<file path="config.mk">
export PLATFORM = sky130hd
export DESIGN_NAME = psw_ctrl
export DESIGN_NICKNAME = d
export VERILOG_FILES = /design/src/include/psw_pkg.sv /design/src/rtl/psw_ctrl.sv /design/src/rtl/psw_sync.sv
export VERILOG_INCLUDE_DIRS = /design/src /design/src/include
export SDC_FILE = /design/constraint.sdc
export NUM_CORES = 1
export LEC_CHECK = 0
export BUFFER_PORTS_ARGS = -buffer_cell sky130_fd_sc_hd__buf_4
export CORE_UTILIZATION = 35
export DETAILED_ROUTE_END_ITERATION = 8
export GPL_ROUTABILITY_DRIVEN = 0
export PLACE_DENSITY = 0.61
export RECOVER_POWER = 100
export SLEW_MARGIN = 10
export SYNTH_ARGS = -nofsm -noshare
export SYNTH_HDL_FRONTEND = slang
export SYNTH_SLANG_ARGS = --single-unit
</file>
<file path="constraint.sdc">
create_clock -name ref_clk_i -period 1.4 [get_ports ref_clk_i]
set_input_delay 0.14 -clock ref_clk_i [delete_from_list [all_inputs] [get_ports ref_clk_i]]
set_output_delay 0.14 -clock ref_clk_i [all_outputs]
set_load 0.005 [all_outputs]
</file>
<file path="src/include/psw_defines.svh">
// constants for the shutdown and wiper latch control block
`ifndef PSW_DEFINES_SVH
`define PSW_DEFINES_SVH
`define PSW_WIPER_W 8
`define PSW_WIPER_MID 8'h7f
`define PSW_TERMINAL_CTRL_REG_W 4
`define PSW_TERMINAL_CTRL_REG_B_POS 0
`define PSW_TERMINAL_CTRL_REG_W_POS 1
`define PSW_TERMINAL_CTRL_REG_A_POS 2
`define PSW_TERMINAL_CTRL_REG_HW_POS 3
`define PSW_TERMINAL_CTRL_REG_RST 4'hf
`endif

</file>
<file path="src/include/psw_pkg.sv">
// types for the shutdown and wiper latch control block
`include "psw_defines.svh"
package psw_pkg;
  typedef struct packed {
    logic sw_shutdown_select;
    logic term_a_connect;
    logic term_w_connect;
    logic term_b_connect;
  } psw_terminal_ctrl_reg_type;
  typedef struct packed {
    logic term_a_pin;
    logic term_w_pin;
    logic term_b_pin;
    logic w_to_b_short;
  } psw_term_type;
  typedef struct packed {
    logic wiper_wr;
    logic terminal_ctrl_reg_wr;
    logic [`PSW_WIPER_W-1:0] wdata;
  } psw_cmd_type;
endpackage : psw_pkg

</file>
<file path="src/rtl/psw_ctrl.sv">
// terminal shutdown and wiper latch control
// Functional notes
// RQ1 - shutdown pin low: A open, W to B
// RQ2 - pin shutdown ignores but keeps terminal bits
// RQ3 - pin shutdown keeps wiper register value
// RQ4 - serial commands execute during shutdown
// RQ5 - terminal bits never touch wiper register
// RQ6 - four bits: A, W, B, software shutdown
// RQ7 - software shutdown ignores, keeps connect bits
// RQ8 - latch high blocks register to wiper
// RQ9 - wiper follows register while latch low
// RQ10 - host ties latch low if unused
// RQ11 - latch gates only the wiper transfer
// RQ12 - wiper value transferred coherently
// RQ13 - power-on reset forces register defaults
// RQ14 - brownout ignores serial, forces terminal state
// RQ15 - wiper register defaults to mid-scale
// RQ16 - shutdown is pin or software bit
// RQ17 - outside shutdown, each pin follows bit
`timescale 1ns/1ps
module psw_ctrl
  import psw_pkg::*;
#(
  parameter int WIPER_W = `PSW_WIPER_W,
  parameter logic [WIPER_W-1:0] WIPER_MID = `PSW_WIPER_MID
) (
  input wire logic ref_clk_i,
  input wire logic arst_n_i,
  input wire logic hw_shutdown_n_i,
  input wire logic wiper_update_hold_i,
  input wire logic digital_brownout_i,
  input wire logic wiper_wr_i,
  input wire logic [WIPER_W-1:0] wiper_wdata_i,
  input wire logic terminal_ctrl_reg_wr_i,
  input wire logic [`PSW_TERMINAL_CTRL_REG_W-1:0] terminal_ctrl_reg_wdata_i,
  output logic [WIPER_W-1:0] wiper_reg_o,
  output logic [`PSW_TERMINAL_CTRL_REG_W-1:0] terminal_ctrl_reg_reg_o,
  output logic [WIPER_W-1:0] wiper_pos_o,
  output psw_term_type term_o,
  output logic shutdown_o,
  output logic cmd_ignored_o
);
  logic [1:0] pins_sync;
  logic hw_shutdown_n_n_s;
  logic hold_s;
  logic bor_s;
  logic [WIPER_W-1:0] wiper_reg, wiper_next;
  psw_terminal_ctrl_reg_type terminal_ctrl_reg, terminal_ctrl_next;
  logic [WIPER_W-1:0] pos_reg, pos_next;
  psw_term_type term_reg, term_next;
  logic shut_reg, shut_next;
  logic ign_reg, ign_next;
  logic bor_pipe_reg;

  psw_sync #(.WIDTH(2), .RST_VAL(2'h1)) u_sync (
    .ref_clk_i(ref_clk_i),
    .arst_n_i(arst_n_i),
    .async_i({wiper_update_hold_i, hw_shutdown_n_i}),
    .sync_o(pins_sync)
  );
  assign hw_shutdown_n_n_s = pins_sync[0];
  assign hold_s = pins_sync[1];

  // brownout is an asynchronous level; run it through its own pair
  always_ff @(posedge ref_clk_i or negedge arst_n_i) begin
    if (!arst_n_i) begin
      bor_pipe_reg <= 1'b1;
      bor_s <= 1'b1;
    end else begin
      bor_pipe_reg <= digital_brownout_i;
      bor_s <= bor_pipe_reg;
    end
  end

  function automatic psw_terminal_ctrl_reg_type unpack_terminal_ctrl_reg(input logic [`PSW_TERMINAL_CTRL_REG_W-1:0] v);
    psw_terminal_ctrl_reg_type t;
    t.sw_shutdown_select = v[`PSW_TERMINAL_CTRL_REG_HW_POS];
    t.term_a_connect = v[`PSW_TERMINAL_CTRL_REG_A_POS];
    t.term_w_connect = v[`PSW_TERMINAL_CTRL_REG_W_POS];
    t.term_b_connect = v[`PSW_TERMINAL_CTRL_REG_B_POS];
    return t;
  endfunction : unpack_terminal_ctrl_reg

  // register file: writes accepted regardless of shutdown or latch
  always_comb begin
    wiper_next = wiper_reg;
    terminal_ctrl_next = terminal_ctrl_reg;
    ign_next = 1'b0;
    if (bor_s) begin
      wiper_next = WIPER_MID; // [RQ14] [RQ15]
      terminal_ctrl_next = unpack_terminal_ctrl_reg(`PSW_TERMINAL_CTRL_REG_RST); // [RQ13]
      ign_next = wiper_wr_i | terminal_ctrl_reg_wr_i; // [RQ14]
    end else begin
      if (wiper_wr_i) begin
        wiper_next = wiper_wdata_i; // [RQ4] [RQ11]
      end
      if (terminal_ctrl_reg_wr_i) begin
        terminal_ctrl_next = unpack_terminal_ctrl_reg(terminal_ctrl_reg_wdata_i); // [RQ4] [RQ5] [RQ6]
      end
    end
  end

  always_ff @(posedge ref_clk_i or negedge arst_n_i) begin
    if (!arst_n_i) begin
      wiper_reg <= WIPER_MID; // [RQ13] [RQ15]
      terminal_ctrl_reg <= `PSW_TERMINAL_CTRL_REG_RST; // [RQ13]
      ign_reg <= 1'b0;
    end else begin
      wiper_reg <= wiper_next;
      terminal_ctrl_reg <= terminal_ctrl_next;
      ign_reg <= ign_next;
    end
  end

  // wiper transfer and terminal switching
  always_comb begin
    pos_next = pos_reg;
    shut_next = ~hw_shutdown_n_n_s | terminal_ctrl_reg.sw_shutdown_select; // [RQ16]
    if (bor_s) begin
      pos_next = WIPER_MID; // [RQ14]
    end else if (!hold_s) begin
      // copy of the whole settled register word, never a partial load
      pos_next = wiper_reg; // [RQ8] [RQ9] [RQ12] [RQ3]
    end
    if (shut_next) begin
      term_next.term_a_pin = 1'b0; // [RQ1] [RQ7]
      term_next.term_w_pin = 1'b1; // [RQ1]
      term_next.term_b_pin = 1'b1; // [RQ1]
      term_next.w_to_b_short = 1'b1; // [RQ1] [RQ2]
    end else begin
      term_next.term_a_pin = terminal_ctrl_reg.term_a_connect; // [RQ17] [RQ2]
      term_next.term_w_pin = terminal_ctrl_reg.term_w_connect; // [RQ17]
      term_next.term_b_pin = terminal_ctrl_reg.term_b_connect; // [RQ17]
      term_next.w_to_b_short = 1'b0;
    end
  end

  always_ff @(posedge ref_clk_i or negedge arst_n_i) begin
    if (!arst_n_i) begin
      pos_reg <= WIPER_MID;
      term_reg <= '0;
      shut_reg <= 1'b0;
    end else begin
      pos_reg <= pos_next;
      term_reg <= term_next;
      shut_reg <= shut_next;
    end
  end

  assign wiper_reg_o = wiper_reg;
  assign terminal_ctrl_reg_reg_o = terminal_ctrl_reg;
  assign wiper_pos_o = pos_reg;
  assign term_o = term_reg;
  assign shutdown_o = shut_reg;
  assign cmd_ignored_o = ign_reg;
endmodule : psw_ctrl

</file>
<file path="src/rtl/psw_sync.sv">
// two flip-flop synchroniser for pin inputs
`timescale 1ns/1ps
module psw_sync #(
  parameter int WIDTH = 2,
  parameter logic [WIDTH-1:0] RST_VAL = '0
) (
  input wire logic ref_clk_i,
  input wire logic arst_n_i,
  input wire logic [WIDTH-1:0] async_i,
  output logic [WIDTH-1:0] sync_o
);
  logic [WIDTH-1:0] meta_reg;
  logic [WIDTH-1:0] sync_reg;
  always_ff @(posedge ref_clk_i or negedge arst_n_i) begin
    if (!arst_n_i) begin
      meta_reg <= RST_VAL;
      sync_reg <= RST_VAL;
    end else begin
      meta_reg <= async_i;
      sync_reg <= meta_reg;
    end
  end
  assign sync_o = sync_reg;
endmodule : psw_sync

</file>
# ---- Yosys cells after proc, flatten, opt, wreduce, memory -nomap -nowiden
# Cells that the tools add are included.
dict set report word_totals {
  output_inout_bits 26
  ff_bits 32
  latch_bits 0
  mem_count 0
  wordCells 30
  ramBits 0
  romBits 0
}
dict set report classes {
  add_sub_neg 0
  shifts 0
  n_mul 0
  n_reduce_logical 2
  n_mux 8
  div 0
  n_lt_le_gt_ge 0
  bitwise 3
  eq_ne 1
}
# op count
set ops {}
lappend ops {{$mux W8} 4}
lappend ops {{$mux W4} 3}
lappend ops {{$reduce_bool A2 Y1} 2}
lappend ops {{$ne A2 B2 Y1 const B} 1}
lappend ops {{$or A1 B1 Y1} 2}
lappend ops {{$mux W1} 1}
lappend ops {{$not A1 Y1} 1}

# ---- Logic depth before layout (Yosys ltp)
dict set report depth {
  ltp_word 3
  depth_mapped 3
  mapped_depth_nobuf 2
}

# ---- Hierarchy
# Synthesis repeated with hierarchy kept, for this count alone.
dict set report hier_totals {
  hier_cells 83
  area_unflattened_um2 1186.1
}
# module instances area_each_um2 cells_each
set modules_own_cells {}
lappend modules_own_cells {psw_ctrl 1 1083.5 79}
lappend modules_own_cells {psw_sync 1 102.6 4}

# ---- Worst setup path after synthesis
# OpenSTA, ideal clock, no wires.
dict set report synth_path {
  path_kind {flip-flop to flip-flop}
  startpoint {reg bor_s}
  endpoint {reg wiper_reg[0], in the netlist wiper_reg_o[0]}
  setup_slack_ns 0.427
  path_stages_with_launch 3
  synth_period_minus_slack_ns 0.973
  t_arrival_ns 0.915
  path_cell_list {dfstp_2 -> clkbuf_1 -> a211o_2}
}
dict set report synth_via {
  elab_chain_len 1
  elab_cells_between_ends 2
}
# element line_no
set synth_lines {}
lappend synth_lines {{start, declared} psw_ctrl.sv:46} ;# logic bor_s;
lappend synth_lines {{start signal, assigned} psw_ctrl.sv:71} ;# bor_s <= bor_pipe_reg;
lappend synth_lines {{$mux W8 or $reduce_bool A2 Y1 (tied branches)} n/a}
lappend synth_lines {{end signal, assigned} psw_ctrl.sv:109} ;# wiper_reg <= wiper_next;
lappend synth_lines {{end, declared} psw_ctrl.sv:47} ;# logic [WIPER_W-1:0] wiper_reg, wiper_next;
# Parallel ways exist; a longest one is shown, timed or not.
# A chain may end at the register's enable or synchronous reset.

# ---- Final worst setup path
dict set report layout_path {
  startpoint {reg wiper_reg[1], in the netlist wiper_reg_o[1]}
  endpoint {out wiper_reg_o[1]}
}
# element line_no
set layout_rtl {}
lappend layout_rtl {{end, declared} psw_ctrl.sv:36} ;# output logic [WIPER_W-1:0] wiper_reg_o,
# No word-level cell between the ends.

==> impl_metrics.json <==
{
  "status": "finished, final reports clean",
  "intPower_uw": 1400,
  "setup_violations": 0,
  "cp_top_family": "flip-flops",
  "synth_top_area_cell": "dfstp_2",
  "synth_fp_nets": 102,
  "wl_per_cell_um": 12.1,
  "yosysTopAreaCellShare_pct": 48.7,
  "drt.antenna.violating_nets": 0,
  "p_switching_uw": 398,
  "die_x_um": 60.2,
  "fin_crit_ns": 1.14,
  "max_freq_mhz": 878,
  "dp_hpwl_um": 1480,
  "die-height_um": 60.2,
  "drt_wl_total_um": 2160,
  "cp-start-kind": "flip-flop",
  "nets": 152,
  "avgViaCountPerCell": 4.59,
  "rows": 20,
  "cts-root-buf": "clkbuf_4",
  "grt_util_all_layers_pct": 13.8,
  "cts_resized": 0,
  "skew_ns": 0.00991,
  "leakage_uw": 0.000707,
  "p_sw_share_pct": 22.1,
  "dr.pass1.iters": 4,
  "rsz0062_at_grt": "false",
  "comb_power_share_pct": 12.0,
  "synth_area_leaders": "dfstp_2, dfrtp_1, nor2b_1",
  "seqPwrFrac_pct": 56.0,
  "setup.worst_path.end_class": "output port",
  "tritoncts": "built",
  "grt_start_max_net_pins": 32,
  "fin_setup_tns_ns": 0,
  "grt.overflow.total": 0,
  "grt_pass1_vias": 794,
  "h-tree-depth": 2,
  "max_cap_viol_count": 0,
  "clock_sinks": 31,
  "crit_path_max_fanout": 3,
  "power.density_nw_per_um2": 1090,
  "max_stage_delay_ns": 0.56,
  "vias": 817,
  "area_growth_pct": 38.9,
  "ys_types": 17,
  "worst_slew_pin_slew_ns": 0.716,
  "setup.worst_path.class": "flip-flop to output port",
  "numCtsBuffers": 5,
  "grt_pass1_wl_um": 3480,
  "antenna_found_initial": 0,
  "crit_slowest_cell": "dfstp_1",
  "ys_ff_latch": 31,
  "dpl_worst_slack_ns": 0.326,
  "post-cts-setup-buffers": 0,
  "io_buffers": 44,
  "synth_cells": 83,
  "ys_seq_area_share_pct": 67.7,
  "clk_transition_reported_paths_ns": 0.10,
  "io_pins": 45,
  "synth_warnings": 0,
  "path_buf_inv": 1,
  "die-area_sq_um": 3630,
  "hp-class": "input port to flip-flop",
  "reg2reg_setup_slack_ns": 0.32,
  "path_cells": "buf_4",
  "fin_crit_sh_pct": 81.3,
  "first_iter_violations": 22,
  "drive_gt1_share_pct": 47.0,
  "hold_violations": 0,
  "clock_latency_ns": 0.32,
  "clock_path_buffers": 2,
  "synth.avg_cell_area_sq_um": 14.3,
  "setup_slack_ns": 0.261,
  "pwr-share-clk_pct": 31.9,
  "arrival_ns": 1.00,
  "insertedDiodeCount": 0,
  "syn_area_sq_um": 1190,
  "critical_path_required_ns": 1.26,
  "slew_headroom_pct": 52.3,
  "ir_drop_uv": 649,
  "drc": 0,
  "start_util_pct": 38.0,
  "report.final.slew_viol_count": 0,
  "coreArea_sq_um": 3130
}
[cell usage after synthesis]
cell,n
dfstp_2,22
nor2b_1,18
a211o_1,12
dfrtp_1,9
a211o_2,6
buf_4,2
mux2i_1,2
nand2b_1,2
nor2_1,2
and2_1,1
buf_2,1
buf_6,1
clkbuf_1,1
clkbuf_2,1
inv_1,1
nor2b_2,1
o21a_1,1
[final timing paths]
path / to / startpoint / depth (start not counted)
worst min-delay path: wiper_reg_o[1]$_DFFE_PN1P_ / wiper_wdata_i[1] / 2
min in group asynchronous: u_sync.meta_reg[1]$_DFF_PN0_ / arst_n_i / 2
worst max register to register: wiper_pos_o[1]$_DFFE_PN1P_ / u_sync.sync_o[1]$_DFF_PN0_ / 2
worst min register to register: u_sync.sync_o[1]$_DFF_PN0_ / u_sync.meta_reg[1]$_DFF_PN0_ / 0
worst max-delay path: wiper_reg_o[1] / wiper_reg_o[1]$_DFFE_PN1P_ / 1
max in group asynchronous: term_o[2]$_DFF_PN0_ / arst_n_i / 2
[layer usage]
metal  vias to the layer above  wire length, um  GRT usage [%]
met3                         6              136           6.71
met4                         0               41           6.98
met2                        28             1030           20.7
met1                       399              947           16.2
li1                        384                -              -
met5                         -                0              0
[power groups by stage]
| stage | sequential [uW] | combinational, uW | clock (uW) |
|---|---|---|---|
| after floorplan | 1020 | 91.3 | 0 |
| after global placement | 1040 | 207 | 0 |
| after detailed placement | 1040 | 213 | 0 |
| after CTS | 1020 | 222 | 597 |
| after global routing | 1020 | 239 | 641 |
| final | 1010 | 216 | 573 |
[cells by family after synthesis]
logic type      after synthesis  share of synthesized area, %
flops                        31                          67.7
simple gates                 24                          12.4
compound gates               19                          14.5
buf+inv                       7                          3.69
mux                           2                          1.69
[per-stage QoR]
stage / area [sq um] / power (uW) / hold slack, ns / utilization [%] / std cells
finish: 1650 / 1800 / 0.0242 / 52.7 / 178
detailed placement: 1530 / 1250 / 0.0847 / 49.0 / 165
CTS: 1640 / 1840 / 0.00576 / 52.5 / 177
global placement: 1530 / 1240 / 0.0870 / 49.0 / 165
global route: 1650 / 1900 / 0.00483 / 52.7 / 178
floorplan: 1190 / 1110 / -0.156 / - / 83
[cells in the final DEF, fill, tap and decap left out, types with 2 or more instances in the layout]
cell type      instances
dfstp_2                5
nand2b_1               2
nor2b_1               18
dfstp_1               17
nor2_1                 2
a211o_1               12
clkbuf_4              17
mux2i_1                2
dfrtp_1                9
buf_4                 31
clkbuf_8               2
a211o_2                6
dlygate4sd3_1          5
[layout make-up]
cell class | count | area [sq um]
fillers | 293 | 1480
repair buffers | 49 | 378
clock buffers | 8 | 68.8
inverters | 1 | 3.75
flip-flops and latches | 31 | 803
well taps | 44 | 55.1
multi-input cells | 45 | 340
[timing repair]
action	4_1_cts	5_1_grt
hold buffers	4	1
setup endpoints to repair	0	0
endpoints found under the hold margin	12	1
No activity file was read; power rests on OpenSTA's default activity.
